### src/clock_gate_pkg.sv
// Package for the sleep clock-gating block: register map and field layout.
// Assumes a 32-bit AXI4-Lite register bus on a single system clock.
package clock_gate_pkg;

    localparam int ADDR_W = 12;
    localparam int DATA_W = 32;
    localparam int UNIT_N = 12;

    // Register byte offsets
    localparam logic [ADDR_W-1:0] RUN_CLOCK_GATE_1_OFS = 12'h104;
    localparam logic [ADDR_W-1:0] SLEEP_CLOCK_GATE_1_OFS = 12'h114;
    localparam logic [ADDR_W-1:0] DEEP_SLEEP_CLOCK_GATE_1_OFS = 12'h124;
    localparam logic [ADDR_W-1:0] RUN_CLOCK_CONFIG_OFS = 12'h060;
    localparam logic [ADDR_W-1:0] FAULT_STATUS_OFS = 12'h200;
    localparam logic [ADDR_W-1:0] FAULT_MASK_OFS = 12'h204;

    // Writable enable bits of each gating register
    localparam logic [DATA_W-1:0] GATE_RW_MASK = 32'h030F5033;
    localparam logic [DATA_W-1:0] GATE_RESET = 32'h00000000;

    // Bit position of each unit in the gating registers, unit index 0..11
    localparam int UNIT_BIT [UNIT_N] = '{0, 1, 4, 5, 12, 14, 16, 17, 18, 19, 24, 25};

    localparam int AUTO_GATING_SELECT_BIT = 27;
    localparam logic [DATA_W-1:0] RUN_CLOCK_CONFIG_MASK = 32'h08000000;
    localparam logic [DATA_W-1:0] RUN_CLOCK_CONFIG_RESET = 32'h00000000;

    // Fault status bits: bit 0 fault on a gated unit, bit 1 unmapped address
    localparam int FAULT_GATED_BIT = 0;
    localparam int FAULT_UNMAPPED_BIT = 1;
    localparam logic [DATA_W-1:0] FAULT_MASK_BITS = 32'h00000003;

    localparam logic [1:0] RESP_OKAY = 2'h0;
    localparam logic [1:0] RESP_SLVERR = 2'h2;
    localparam logic [1:0] RESP_DECERR = 2'h3;

    typedef enum logic [1:0] {
        PWR_RUN,
        PWR_SLEEP,
        PWR_DEEP_SLEEP
    } power_state_t;

endpackage

### src/unit_access_if.sv
// Interface carrying a peripheral unit access check between the top and the selector.
// Assumes one system clock domain.
`timescale 1ns/1ps
interface unit_access_if;
    import clock_gate_pkg::*;
    logic [UNIT_N-1:0] enable; // Effective per-unit clock enables
    logic [UNIT_N-1:0] access; // One-hot unit access request
    logic fault; // Access hits a gated unit
    modport selector (output enable, output fault, input access);
    modport top (input enable, input fault, output access);
endinterface

### src/gate_select.sv
// Chooses the gating word that applies in the present power state and maps it
// to per-unit enables; flags accesses to units whose clock is off.
// Assumes power state and gating words are on the system clock.
`timescale 1ns/1ps
module gate_select
    import clock_gate_pkg::*;
(
    input wire logic [DATA_W-1:0] run_gate, // Run gating word
    input wire logic [DATA_W-1:0] sleep_gate, // Sleep gating word
    input wire logic [DATA_W-1:0] deep_gate, // Deep-sleep gating word
    input wire logic auto_gating_select, // Sleep registers take effect
    input wire power_state_t power_state, // Present power state
    unit_access_if.selector ua // Enable and fault check
);
    logic [DATA_W-1:0] word;

    always_comb begin
        unique case (power_state)
            PWR_RUN: word = run_gate;
            PWR_SLEEP: word = auto_gating_select ? sleep_gate : run_gate;
            PWR_DEEP_SLEEP: word = auto_gating_select ? deep_gate : run_gate;
            default: word = run_gate;
        endcase
    end

    genvar i;
    generate
        for (i = 0; i < UNIT_N; i++) begin : g_unit
            assign ua.enable[i] = word[UNIT_BIT[i]];
        end
    endgenerate

    assign ua.fault = |(ua.access & ~ua.enable);
endmodule // gate_select

### src/sleep_clock_gating.sv
// Sleep clock-gating register block with its run and deep-sleep companions,
// an AXI4-Lite slave and a fault interrupt.
// Assumes aclk is the system clock and power state and unit accesses are synchronous to it.
//
// Contract
// - Each implemented gating bit is the clock enable of one unit, on when set.
// - An access to a unit whose clock is gated off raises a bus fault.
// - The sleep gating register resets to all zeros, leaving all units off.
// - Three gating registers exist, for run, sleep and deep-sleep states.
// - The sleep-state registers apply only while the auto-gating select is set.
// - Bits 25 and 24 enable analog comparators 1 and 0.
// - Bits 19 to 16 enable timers 3 to 0.
// - Bits 14 and 12 enable two-wire modules 1 and 0.
// - Bits 5 and 4 enable synchronous serial modules 1 and 0.
// - Bits 1 and 0 enable asynchronous serial ports 1 and 0.
// - Reserved bits read zero and ignore writes.
//
// Design decision made here: the AXI4-Lite register port.
`timescale 1ns/1ps
module sleep_clock_gating
    import clock_gate_pkg::*;
(
    input wire logic aclk, // System clock
    input wire logic aresetn, // Synchronous reset, active low
    input wire logic [ADDR_W-1:0] s_axi_awaddr, // Write address
    input wire logic [2:0] s_axi_awprot, // Write protection, unused
    input wire logic s_axi_awvalid, // Write address valid
    output logic s_axi_awready, // Write address ready
    input wire logic [DATA_W-1:0] s_axi_wdata, // Write data
    input wire logic [3:0] s_axi_wstrb, // Write byte strobes
    input wire logic s_axi_wvalid, // Write data valid
    output logic s_axi_wready, // Write data ready
    output logic [1:0] s_axi_bresp, // Write response
    output logic s_axi_bvalid, // Write response valid
    input wire logic s_axi_bready, // Write response ready
    input wire logic [ADDR_W-1:0] s_axi_araddr, // Read address
    input wire logic [2:0] s_axi_arprot, // Read protection, unused
    input wire logic s_axi_arvalid, // Read address valid
    output logic s_axi_arready, // Read address ready
    output logic [DATA_W-1:0] s_axi_rdata, // Read data
    output logic [1:0] s_axi_rresp, // Read response
    output logic s_axi_rvalid, // Read data valid
    input wire logic s_axi_rready, // Read data ready
    input wire power_state_t power_state, // Present power state
    input wire logic [UNIT_N-1:0] unit_access, // One-hot unit access strobe
    output logic [UNIT_N-1:0] unit_clock_enable, // Per-unit clock enable
    output logic unit_bus_fault, // Pulse: access hit a gated unit
    output logic irq // Level interrupt
);
    logic [DATA_W-1:0] run_clock_gate_1;
    logic [DATA_W-1:0] sleep_clock_gate_1;
    logic [DATA_W-1:0] deep_sleep_clock_gate_1;
    logic [DATA_W-1:0] run_clock_config;
    logic [DATA_W-1:0] fault_status;
    logic [DATA_W-1:0] fault_mask;

    logic aw_held;
    logic w_held;
    logic [ADDR_W-1:0] aw_addr;
    logic [DATA_W-1:0] w_data;
    logic [3:0] w_strb;
    logic do_write;
    logic wr_mapped;
    logic rd_mapped;
    logic [DATA_W-1:0] rd_word;
    logic unmapped_event;
    logic gated_event;

    unit_access_if ua ();

    assign ua.access = unit_access;

    gate_select u_gate_select (
        .run_gate(run_clock_gate_1),
        .sleep_gate(sleep_clock_gate_1),
        .deep_gate(deep_sleep_clock_gate_1),
        .auto_gating_select(run_clock_config[AUTO_GATING_SELECT_BIT]),
        .power_state(power_state),
        .ua(ua)
    );

    // Byte-lane merge restricted to writable bits
    function automatic logic [DATA_W-1:0] merge(
        input logic [DATA_W-1:0] old_val,
        input logic [DATA_W-1:0] new_val,
        input logic [3:0] strb,
        input logic [DATA_W-1:0] rw_mask
    );
        logic [DATA_W-1:0] lanes;
        lanes = {{8{strb[3]}}, {8{strb[2]}}, {8{strb[1]}}, {8{strb[0]}}};
        merge = (old_val & ~(lanes & rw_mask)) | (new_val & lanes & rw_mask);
    endfunction

    function automatic logic is_mapped(input logic [ADDR_W-1:0] addr);
        is_mapped = (addr == RUN_CLOCK_GATE_1_OFS) || (addr == SLEEP_CLOCK_GATE_1_OFS)
            || (addr == DEEP_SLEEP_CLOCK_GATE_1_OFS) || (addr == RUN_CLOCK_CONFIG_OFS)
            || (addr == FAULT_STATUS_OFS) || (addr == FAULT_MASK_OFS);
    endfunction

    assign do_write = aw_held && w_held && !s_axi_bvalid;
    assign wr_mapped = is_mapped(aw_addr);
    assign rd_mapped = is_mapped(s_axi_araddr);

    always_comb begin
        unique case (s_axi_araddr)
            RUN_CLOCK_GATE_1_OFS: rd_word = run_clock_gate_1 & GATE_RW_MASK;
            SLEEP_CLOCK_GATE_1_OFS: rd_word = sleep_clock_gate_1 & GATE_RW_MASK;
            DEEP_SLEEP_CLOCK_GATE_1_OFS: rd_word = deep_sleep_clock_gate_1 & GATE_RW_MASK;
            RUN_CLOCK_CONFIG_OFS: rd_word = run_clock_config;
            FAULT_STATUS_OFS: rd_word = fault_status;
            FAULT_MASK_OFS: rd_word = fault_mask;
            default: rd_word = '0;
        endcase
    end

    // Write address channel: hold one address until the response is taken
    always_ff @(posedge aclk) begin
        if (!aresetn) begin
            aw_held <= 1'b0;
            aw_addr <= '0;
        end else if (s_axi_awready && s_axi_awvalid) begin
            aw_held <= 1'b1;
            aw_addr <= s_axi_awaddr;
        end else if (s_axi_bvalid && s_axi_bready) begin
            aw_held <= 1'b0;
        end
    end

    always_ff @(posedge aclk) begin
        if (!aresetn) begin
            s_axi_awready <= 1'b0;
        end else begin
            s_axi_awready <= !aw_held && !(s_axi_awready && s_axi_awvalid) && !s_axi_bvalid;
        end
    end

    // Write data channel
    always_ff @(posedge aclk) begin
        if (!aresetn) begin
            w_held <= 1'b0;
            w_data <= '0;
            w_strb <= '0;
        end else if (s_axi_wready && s_axi_wvalid) begin
            w_held <= 1'b1;
            w_data <= s_axi_wdata;
            w_strb <= s_axi_wstrb;
        end else if (s_axi_bvalid && s_axi_bready) begin
            w_held <= 1'b0;
        end
    end

    always_ff @(posedge aclk) begin
        if (!aresetn) begin
            s_axi_wready <= 1'b0;
        end else begin
            s_axi_wready <= !w_held && !(s_axi_wready && s_axi_wvalid) && !s_axi_bvalid;
        end
    end

    // Write response
    always_ff @(posedge aclk) begin
        if (!aresetn) begin
            s_axi_bvalid <= 1'b0;
            s_axi_bresp <= RESP_OKAY;
        end else if (do_write) begin
            s_axi_bvalid <= 1'b1;
            s_axi_bresp <= wr_mapped ? RESP_OKAY : RESP_DECERR;
        end else if (s_axi_bready) begin
            s_axi_bvalid <= 1'b0;
        end
    end

    // Gating registers
    always_ff @(posedge aclk) begin
        if (!aresetn) begin
            run_clock_gate_1 <= GATE_RESET;
            sleep_clock_gate_1 <= GATE_RESET;
            deep_sleep_clock_gate_1 <= GATE_RESET;
        end else if (do_write) begin
            if (aw_addr == RUN_CLOCK_GATE_1_OFS) begin
                run_clock_gate_1 <= merge(run_clock_gate_1, w_data, w_strb, GATE_RW_MASK);
            end
            if (aw_addr == SLEEP_CLOCK_GATE_1_OFS) begin
                // Only bits 25:24, 19:16, 14, 12, 5:4, 1:0 take writes
                sleep_clock_gate_1 <= merge(sleep_clock_gate_1, w_data, w_strb,
                    GATE_RW_MASK);
            end
            if (aw_addr == DEEP_SLEEP_CLOCK_GATE_1_OFS) begin
                deep_sleep_clock_gate_1 <= merge(deep_sleep_clock_gate_1, w_data, w_strb,
                    GATE_RW_MASK);
            end
        end
    end

    // Run clock configuration holding the auto-gating select
    always_ff @(posedge aclk) begin
        if (!aresetn) begin
            run_clock_config <= RUN_CLOCK_CONFIG_RESET;
        end else if (do_write && aw_addr == RUN_CLOCK_CONFIG_OFS) begin
            run_clock_config <= merge(run_clock_config, w_data, w_strb,
                RUN_CLOCK_CONFIG_MASK);
        end
    end

    // Read channel: one read at a time, answered the edge after acceptance
    always_ff @(posedge aclk) begin
        if (!aresetn) begin
            s_axi_arready <= 1'b0;
        end else begin
            s_axi_arready <= !s_axi_rvalid && !(s_axi_arready && s_axi_arvalid);
        end
    end

    always_ff @(posedge aclk) begin
        if (!aresetn) begin
            s_axi_rvalid <= 1'b0;
            s_axi_rdata <= '0;
            s_axi_rresp <= RESP_OKAY;
        end else if (s_axi_arready && s_axi_arvalid) begin
            s_axi_rvalid <= 1'b1;
            s_axi_rdata <= rd_word;
            s_axi_rresp <= rd_mapped ? RESP_OKAY : RESP_DECERR;
        end else if (s_axi_rready) begin
            s_axi_rvalid <= 1'b0;
        end
    end

    assign unmapped_event = (do_write && !wr_mapped)
        || (s_axi_arready && s_axi_arvalid && !rd_mapped);
    assign gated_event = ua.fault;

    // Fault pulse to the bus fabric
    always_ff @(posedge aclk) begin
        if (!aresetn) begin
            unit_bus_fault <= 1'b0;
        end else begin
            unit_bus_fault <= gated_event;
        end
    end

    always_ff @(posedge aclk) begin
        if (!aresetn) begin
            unit_clock_enable <= '0;
        end else begin
            unit_clock_enable <= ua.enable;
        end
    end

    // Sticky fault status, write one to clear; a new event wins over the clear
    always_ff @(posedge aclk) begin
        if (!aresetn) begin
            fault_status <= '0;
        end else begin
            if (do_write && aw_addr == FAULT_STATUS_OFS && w_strb[0]) begin
                fault_status <= fault_status & ~(w_data & FAULT_MASK_BITS);
            end
            if (gated_event) begin
                fault_status[FAULT_GATED_BIT] <= 1'b1;
            end
            if (unmapped_event) begin
                fault_status[FAULT_UNMAPPED_BIT] <= 1'b1;
            end
        end
    end

    always_ff @(posedge aclk) begin
        if (!aresetn) begin
            fault_mask <= '0;
        end else if (do_write && aw_addr == FAULT_MASK_OFS) begin
            fault_mask <= merge(fault_mask, w_data, w_strb, FAULT_MASK_BITS);
        end
    end

    always_ff @(posedge aclk) begin
        if (!aresetn) begin
            irq <= 1'b0;
        end else begin
            irq <= |(fault_status & fault_mask);
        end
    end

endmodule // sleep_clock_gating

### config.mk
export PLATFORM = sky130hd
export DESIGN_NAME = sleep_clock_gating
export DESIGN_NICKNAME = d
export VERILOG_FILES = /design/src/clock_gate_pkg.sv /design/src/unit_access_if.sv /design/src/gate_select.sv /design/src/sleep_clock_gating.sv
export SDC_FILE = /design/constraint.sdc
export NUM_CORES = 1
export LEC_CHECK = 0
export BUFFER_PORTS_ARGS = -buffer_cell sky130_fd_sc_hd__buf_2
export CAP_MARGIN = 10
export CORE_MARGIN = 8
export CORE_UTILIZATION = 52
export DETAILED_ROUTE_END_ITERATION = 7
export PLACE_DENSITY_LB_ADDON = 0.3
export SLEW_MARGIN = 30
export SYNTH_ARGS = -nofsm -noshare
export SYNTH_HDL_FRONTEND = slang
export SYNTH_SLANG_ARGS = --single-unit
### constraint.sdc
create_clock -name aclk -period 2.1 [get_ports aclk]
set_input_delay 0.21 -clock aclk [delete_from_list [all_inputs] [get_ports aclk]]
set_output_delay 0.21 -clock aclk [all_outputs]
set_load 0.01 [all_outputs]
# Word level (Yosys, flattened, before mapping)
# Cells that the tools add are included.
[totals]
out_inout_bits = 55
in_bits = 87
wordCells = 121
regBits = 293
[op_classes]
muxes = 16
eq_ne = 14
n_bitwise = 19
n_reduce_logical = 48
[ops]
columns = ["op", "count"]
rows = [
  ["bitwise AND 32 bit", 7],
  ["case mux 32 bit (6 select lines)", 1],
  ["OR 32 x 26 -> 32 bit", 3],
  ["== test 12 x 9 -> 1 bit, second input constant", 6],
  ["inverter 2 -> 32 bit", 2],
  ["two-way mux 26 bit", 2],
  ["case mux 26 bit (2 select lines)", 1],
  ["== test 12 x 10 -> 1 bit, second input constant", 4],
  ["inverter 26 -> 32 bit", 1],
  ["inverter 28 -> 32 bit", 1],
  ["OR 32 x 2 -> 32 bit", 1],
  ["OR 32 x 28 -> 32 bit", 1],
  ["OR reduction 32 bit", 1],
  ["bitwise AND 28 bit", 1],
  ["== test 12 x 7 -> 1 bit, second input constant", 2],
  ["logical AND 1 bit", 17],
  ["bitwise AND 12 bit", 1],
  ["inverter 12 bit", 1],
  ["nonzero test 2 bit", 6],
  ["OR reduction 12 bit", 1],
  ["logical OR 1 bit", 11],
  ["logical NOT 1 bit", 9],
  ["two-way mux 1 bit", 9],
  ["two-way mux 2 bit", 3],
  ["other kinds (3)", 5],
]

# Longest topological paths before layout
[logic_depth]
ltp_word = 10
ltp_mapped = 8
ltp_nobuf = 7

# Cells and area by module
# From an unflattened synthesis, not the netlist that was laid out.
[unflattened]
hier_cells = 596
hier_area_um2 = 4903.5
[by_module_without_submodules]
columns = ["mod", "seq_area_each_um2", "cells_each", "area_per_inst_um2", "n_inst"]
rows = [
  ["sleep_clock_gating", 2122.0, 521, 4410.5, 1],
  ["gate_select", 0.0, 75, 493.0, 1],
]

# Least setup slack after synthesis
# Ideal clock, no wire load.
[synth_timing]
kind = "input to register"
start = "input port power_state[0]"
end = "register fault_status[0]"
n_path_buf = 1
stages = 8
slack_ns = 0.327
t_required_ns = 1.963
setup_time_ns = 0.137
arrival_ns = 1.636
cell_sequence = "inv_1 ha_1 nand2b_1 clkbuf_1 o221ai_1 o32ai_1 nor4_1 a31oi_1"
[synth_via]
elab_chain_len = 6
elab_cells_between_ends = 8
cone_classes = "eq/ne (2); mux (2); bitwise (2); reduce/logical (2)"
[synth_rtl]
columns = ["element", "line", "source"]
rows = [
  ["start: declaration", "sleep_clock_gating.sv:44", "input wire power_state_t power_state,"],
  ["== test 2 bit / == test 2 x 1 -> 1 bit (equally long branches)", "gate_select.sv:18", "unique case (power_state)"],
  ["case mux 26 bit (2 select lines) (*)", "gate_select.sv:18", ""],
  ["inverter 12 bit (*)", "gate_select.sv:33", "assign ua.fault = |(ua.access & ~ua.enable);"],
  ["bitwise AND 12 bit (*)", "gate_select.sv:33", ""],
  ["OR reduction 12 bit (*)", "gate_select.sv:33", ""],
  ["two-way mux 1 bit / nonzero test 2 bit (equally long branches)", "-", ""],
  ["end signal: assignment", "sleep_clock_gating.sv:255", "fault_status <= fault_status & ~(w_data & FAULT_MASK_BITS);"],
  ["end: declaration", "sleep_clock_gating.sv:54", "logic [DATA_W-1:0] fault_status;"],
]
# Every way passes the cells marked *; elsewhere a longest branch is shown, timed or not.
# A chain may end at the register's enable or synchronous reset.

==> results.sh <==
export IMPL_run_status="finished clean"
export IMPL_nFillCells=845
export IMPL_cap_violations=0
export IMPL_rows=35
export IMPL_core_area_um2=9240
export IMPL_grt_pass1_wl_mm=20.5
export IMPL_timing_hold_violations_final=0
export IMPL_cp_start_kind="register"
export IMPL_antenna_diode_count=0
export IMPL_critPathMaxFanout=8
export IMPL_fmax_ghz=0.527
export IMPL_clk_latency_ns=0.37
export IMPL_dp_hpwl_mm=9.47
export IMPL_routed_via_count=4272
export IMPL_report_final_slew_viol_count=0
export IMPL_setup_tns_ns=0
export IMPL_wirelength_mm=12.4
export IMPL_powerDensity_nw_per_um2=682
export IMPL_post_route_cells_drive_above_1_share_pct=22.3
export IMPL_layout_common_cells="122 x nand2_1, 106 x dfxtp_1, 97 x buf_2"
export IMPL_clock_skew_final_ns=0.0139
export IMPL_root_buffer="clkbuf_8"
export IMPL_multi_input_area_um2=2490
export IMPL_syn_area_um2=4930
export IMPL_portBuffers=97
export IMPL_rsz0062_at_grt="false"
export IMPL_syn2layout_area_growth_pct=15.3
export IMPL_initial_core_util_pct=53.4
export IMPL_cts_tree="built"
export IMPL_dieArea_um2=12900
export IMPL_synth_ff_type="dfxtp_1"
export IMPL_cts_inserted_buffers=9
export IMPL_dp_slack_ns=0.0302
export IMPL_min_period_ns=1.90
export IMPL_critPathCaptureType="register"
export IMPL_netlist_instances=590
export IMPL_worst_ep_arrival_time_ns=2.20
export IMPL_ir_drop_mv=0.400
export IMPL_power_frac_seq_pct=54.1
export IMPL_yosysUniqueCellTypes=58
export IMPL_grt_pass1_vias=4235
export IMPL_antenna_found_initial=0
export IMPL_grt_max_degree=54
export IMPL_gp_congestion=0.873
export IMPL_io_pin_count=142
export IMPL_hold_class="input pin to register"
export IMPL_ys_seq_area_share_pct=43.0
export IMPL_setup_viol=0
export IMPL_avgSynthCellArea_um2=8.36
export IMPL_internal_power_uw=2900
export IMPL_first_pass_iters=6
export IMPL_ctsHtreeMaxLevel=3
export IMPL_clock_sinks=106
export IMPL_cts_setup_buffers=0
export IMPL_clk_pin_slew_ns=0.11
export IMPL_regArea_um2=2120
export IMPL_worst_pin_slew_ns=0.828
export IMPL_p_leak_uw=0.00235
export IMPL_chipHeight_um=113
export IMPL_synth_seq_cells=106
export IMPL_viasPerCell=5.24
export IMPL_synth_edf_count=0
export IMPL_clockBufferDepth=2
export IMPL_fp_dieW_um=113
export IMPL_num_nets_final=771
export IMPL_p_sw_uw=974
export IMPL_grtUsageTotal_pct=19.4
export IMPL_layout_commonest_cell="nand2_1"
export IMPL_wl_per_cell_um=15.2
export IMPL_ant_nets=0
export IMPL_grt_overflow_total=0
export IMPL_switching_share_pct=25.1
export IMPL_crit_type="register to register"
export IMPL_period_share_pct=90.3
export IMPL_drt_iter0_drc=231
export IMPL_yosys_warnings=0
export IMPL_async_flop_share_pct=0
export IMPL_final_core_util_pct=61.5
export IMPL_max_slew_margin_rel_pct=44.6
export IMPL_clock_power_share_pct=37.3
export IMPL_drcViolationCount=0
export IMPL_required_ns=2.40
export IMPL_combPwrFrac_pct=8.6
export IMPL_p_total_uw=3880
export IMPL_setup_ws_ns=0.203
==> metrics by stage <==
stage	std cells	hold slack, ns	cell area, um^2
after floorplan	608	0.346	5000
after global placement	800	0.432	5450
after detailed placement	800	0.440	5450
after CTS	816	0.0504	5680
after global routing	816	0.0568	5680
final	816	0.0650	5680
==> synthesized netlist by cell type (5+ instances only) <==
| cell type | number | area (um^2) |
|---|---|---|
| a21oi_1 | 48 | 240 |
| a22oi_1 | 25 | 188 |
| and2_1 | 17 | 106 |
| buf_4 | 23 | 173 |
| clkbuf_1 | 20 | 75.1 |
| dfxtp_1 | 106 | 2120 |
| inv_1 | 16 | 60.1 |
| mux2i_1 | 31 | 310 |
| nand2_1 | 122 | 458 |
| nand2b_1 | 19 | 119 |
| nand3_1 | 13 | 65.1 |
| nor2_1 | 38 | 143 |
| nor3_1 | 9 | 45.0 |
| nor4_1 | 6 | 37.5 |
| o21ai_0 | 15 | 75.1 |
| o21ai_2 | 10 | 87.6 |
| o221ai_1 | 11 | 96.3 |
| o22ai_1 | 5 | 31.3 |
==> layer usage <==
layer	GRT usage [%]	vias up	wire [um]
met5	0	-	0
met4	6.57	0	177
met3	4.17	13	883
met2	30.3	157	5480
met1	25.8	1918	5860
li1	-	2184	-
==> critical path, stage by stage, from the launching register on <==
cell     delay [ns]
dfxtp_1        0.34
or3_1          0.44
nor3_4         0.28
and3b_1        0.27
and2_1         0.29
mux2i_1        0.21
==> final cells by class <==
type                    count  share of cell area [%]
repair buffers            114                    10.8
flip-flops and latches    106                    37.3
inverters                  16                    1.06
clock inverters             6                    1.69
clock buffers              10                    2.42
multi-input cells         435                    43.9
well taps                 129                    2.84
==> power by group through the flow <==
stage	clock, uW	combinational, uW	sequential, uW
after floorplan	0	225	2130
after global placement	0	327	2140
after detailed placement	0	332	2140
after CTS	1470	334	2090
after global routing	1530	375	2100
final	1450	333	2100
==> timing repair <==
item,4_1_cts,5_1_grt
endpoints found under the hold margin,0,0
endpoints found under the setup margin,0,1
resized for setup,0,0
hold buffers,0,0
==> worst paths after layout <==
check	startpoint	to	slack [ns]	cells after the start
hold reg to reg	s_axi_rdata[18]	s_axi_rdata[18]	0.46	2
setup / recovery	aw_addr[0]	register	0.20	5
hold / removal	s_axi_awaddr[7]	aw_addr[7]	0.07	3
setup reg to reg	aw_addr[0]	register	0.20	5
==> cells by family after synthesis <==
| group | Yosys count | share of synthesized area (%) |
|---|---|---|
| other cells | 1 | 0.0760 |
| buf+inv | 67 | 7.76 |
| fa+ha+maj | 2 | 0.507 |
| simple gates | 255 | 25.4 |
| flops | 106 | 43.0 |
| compound gates | 126 | 16.5 |
| mux | 33 | 6.75 |
Note: power is estimated with default switching activity, not from simulation.
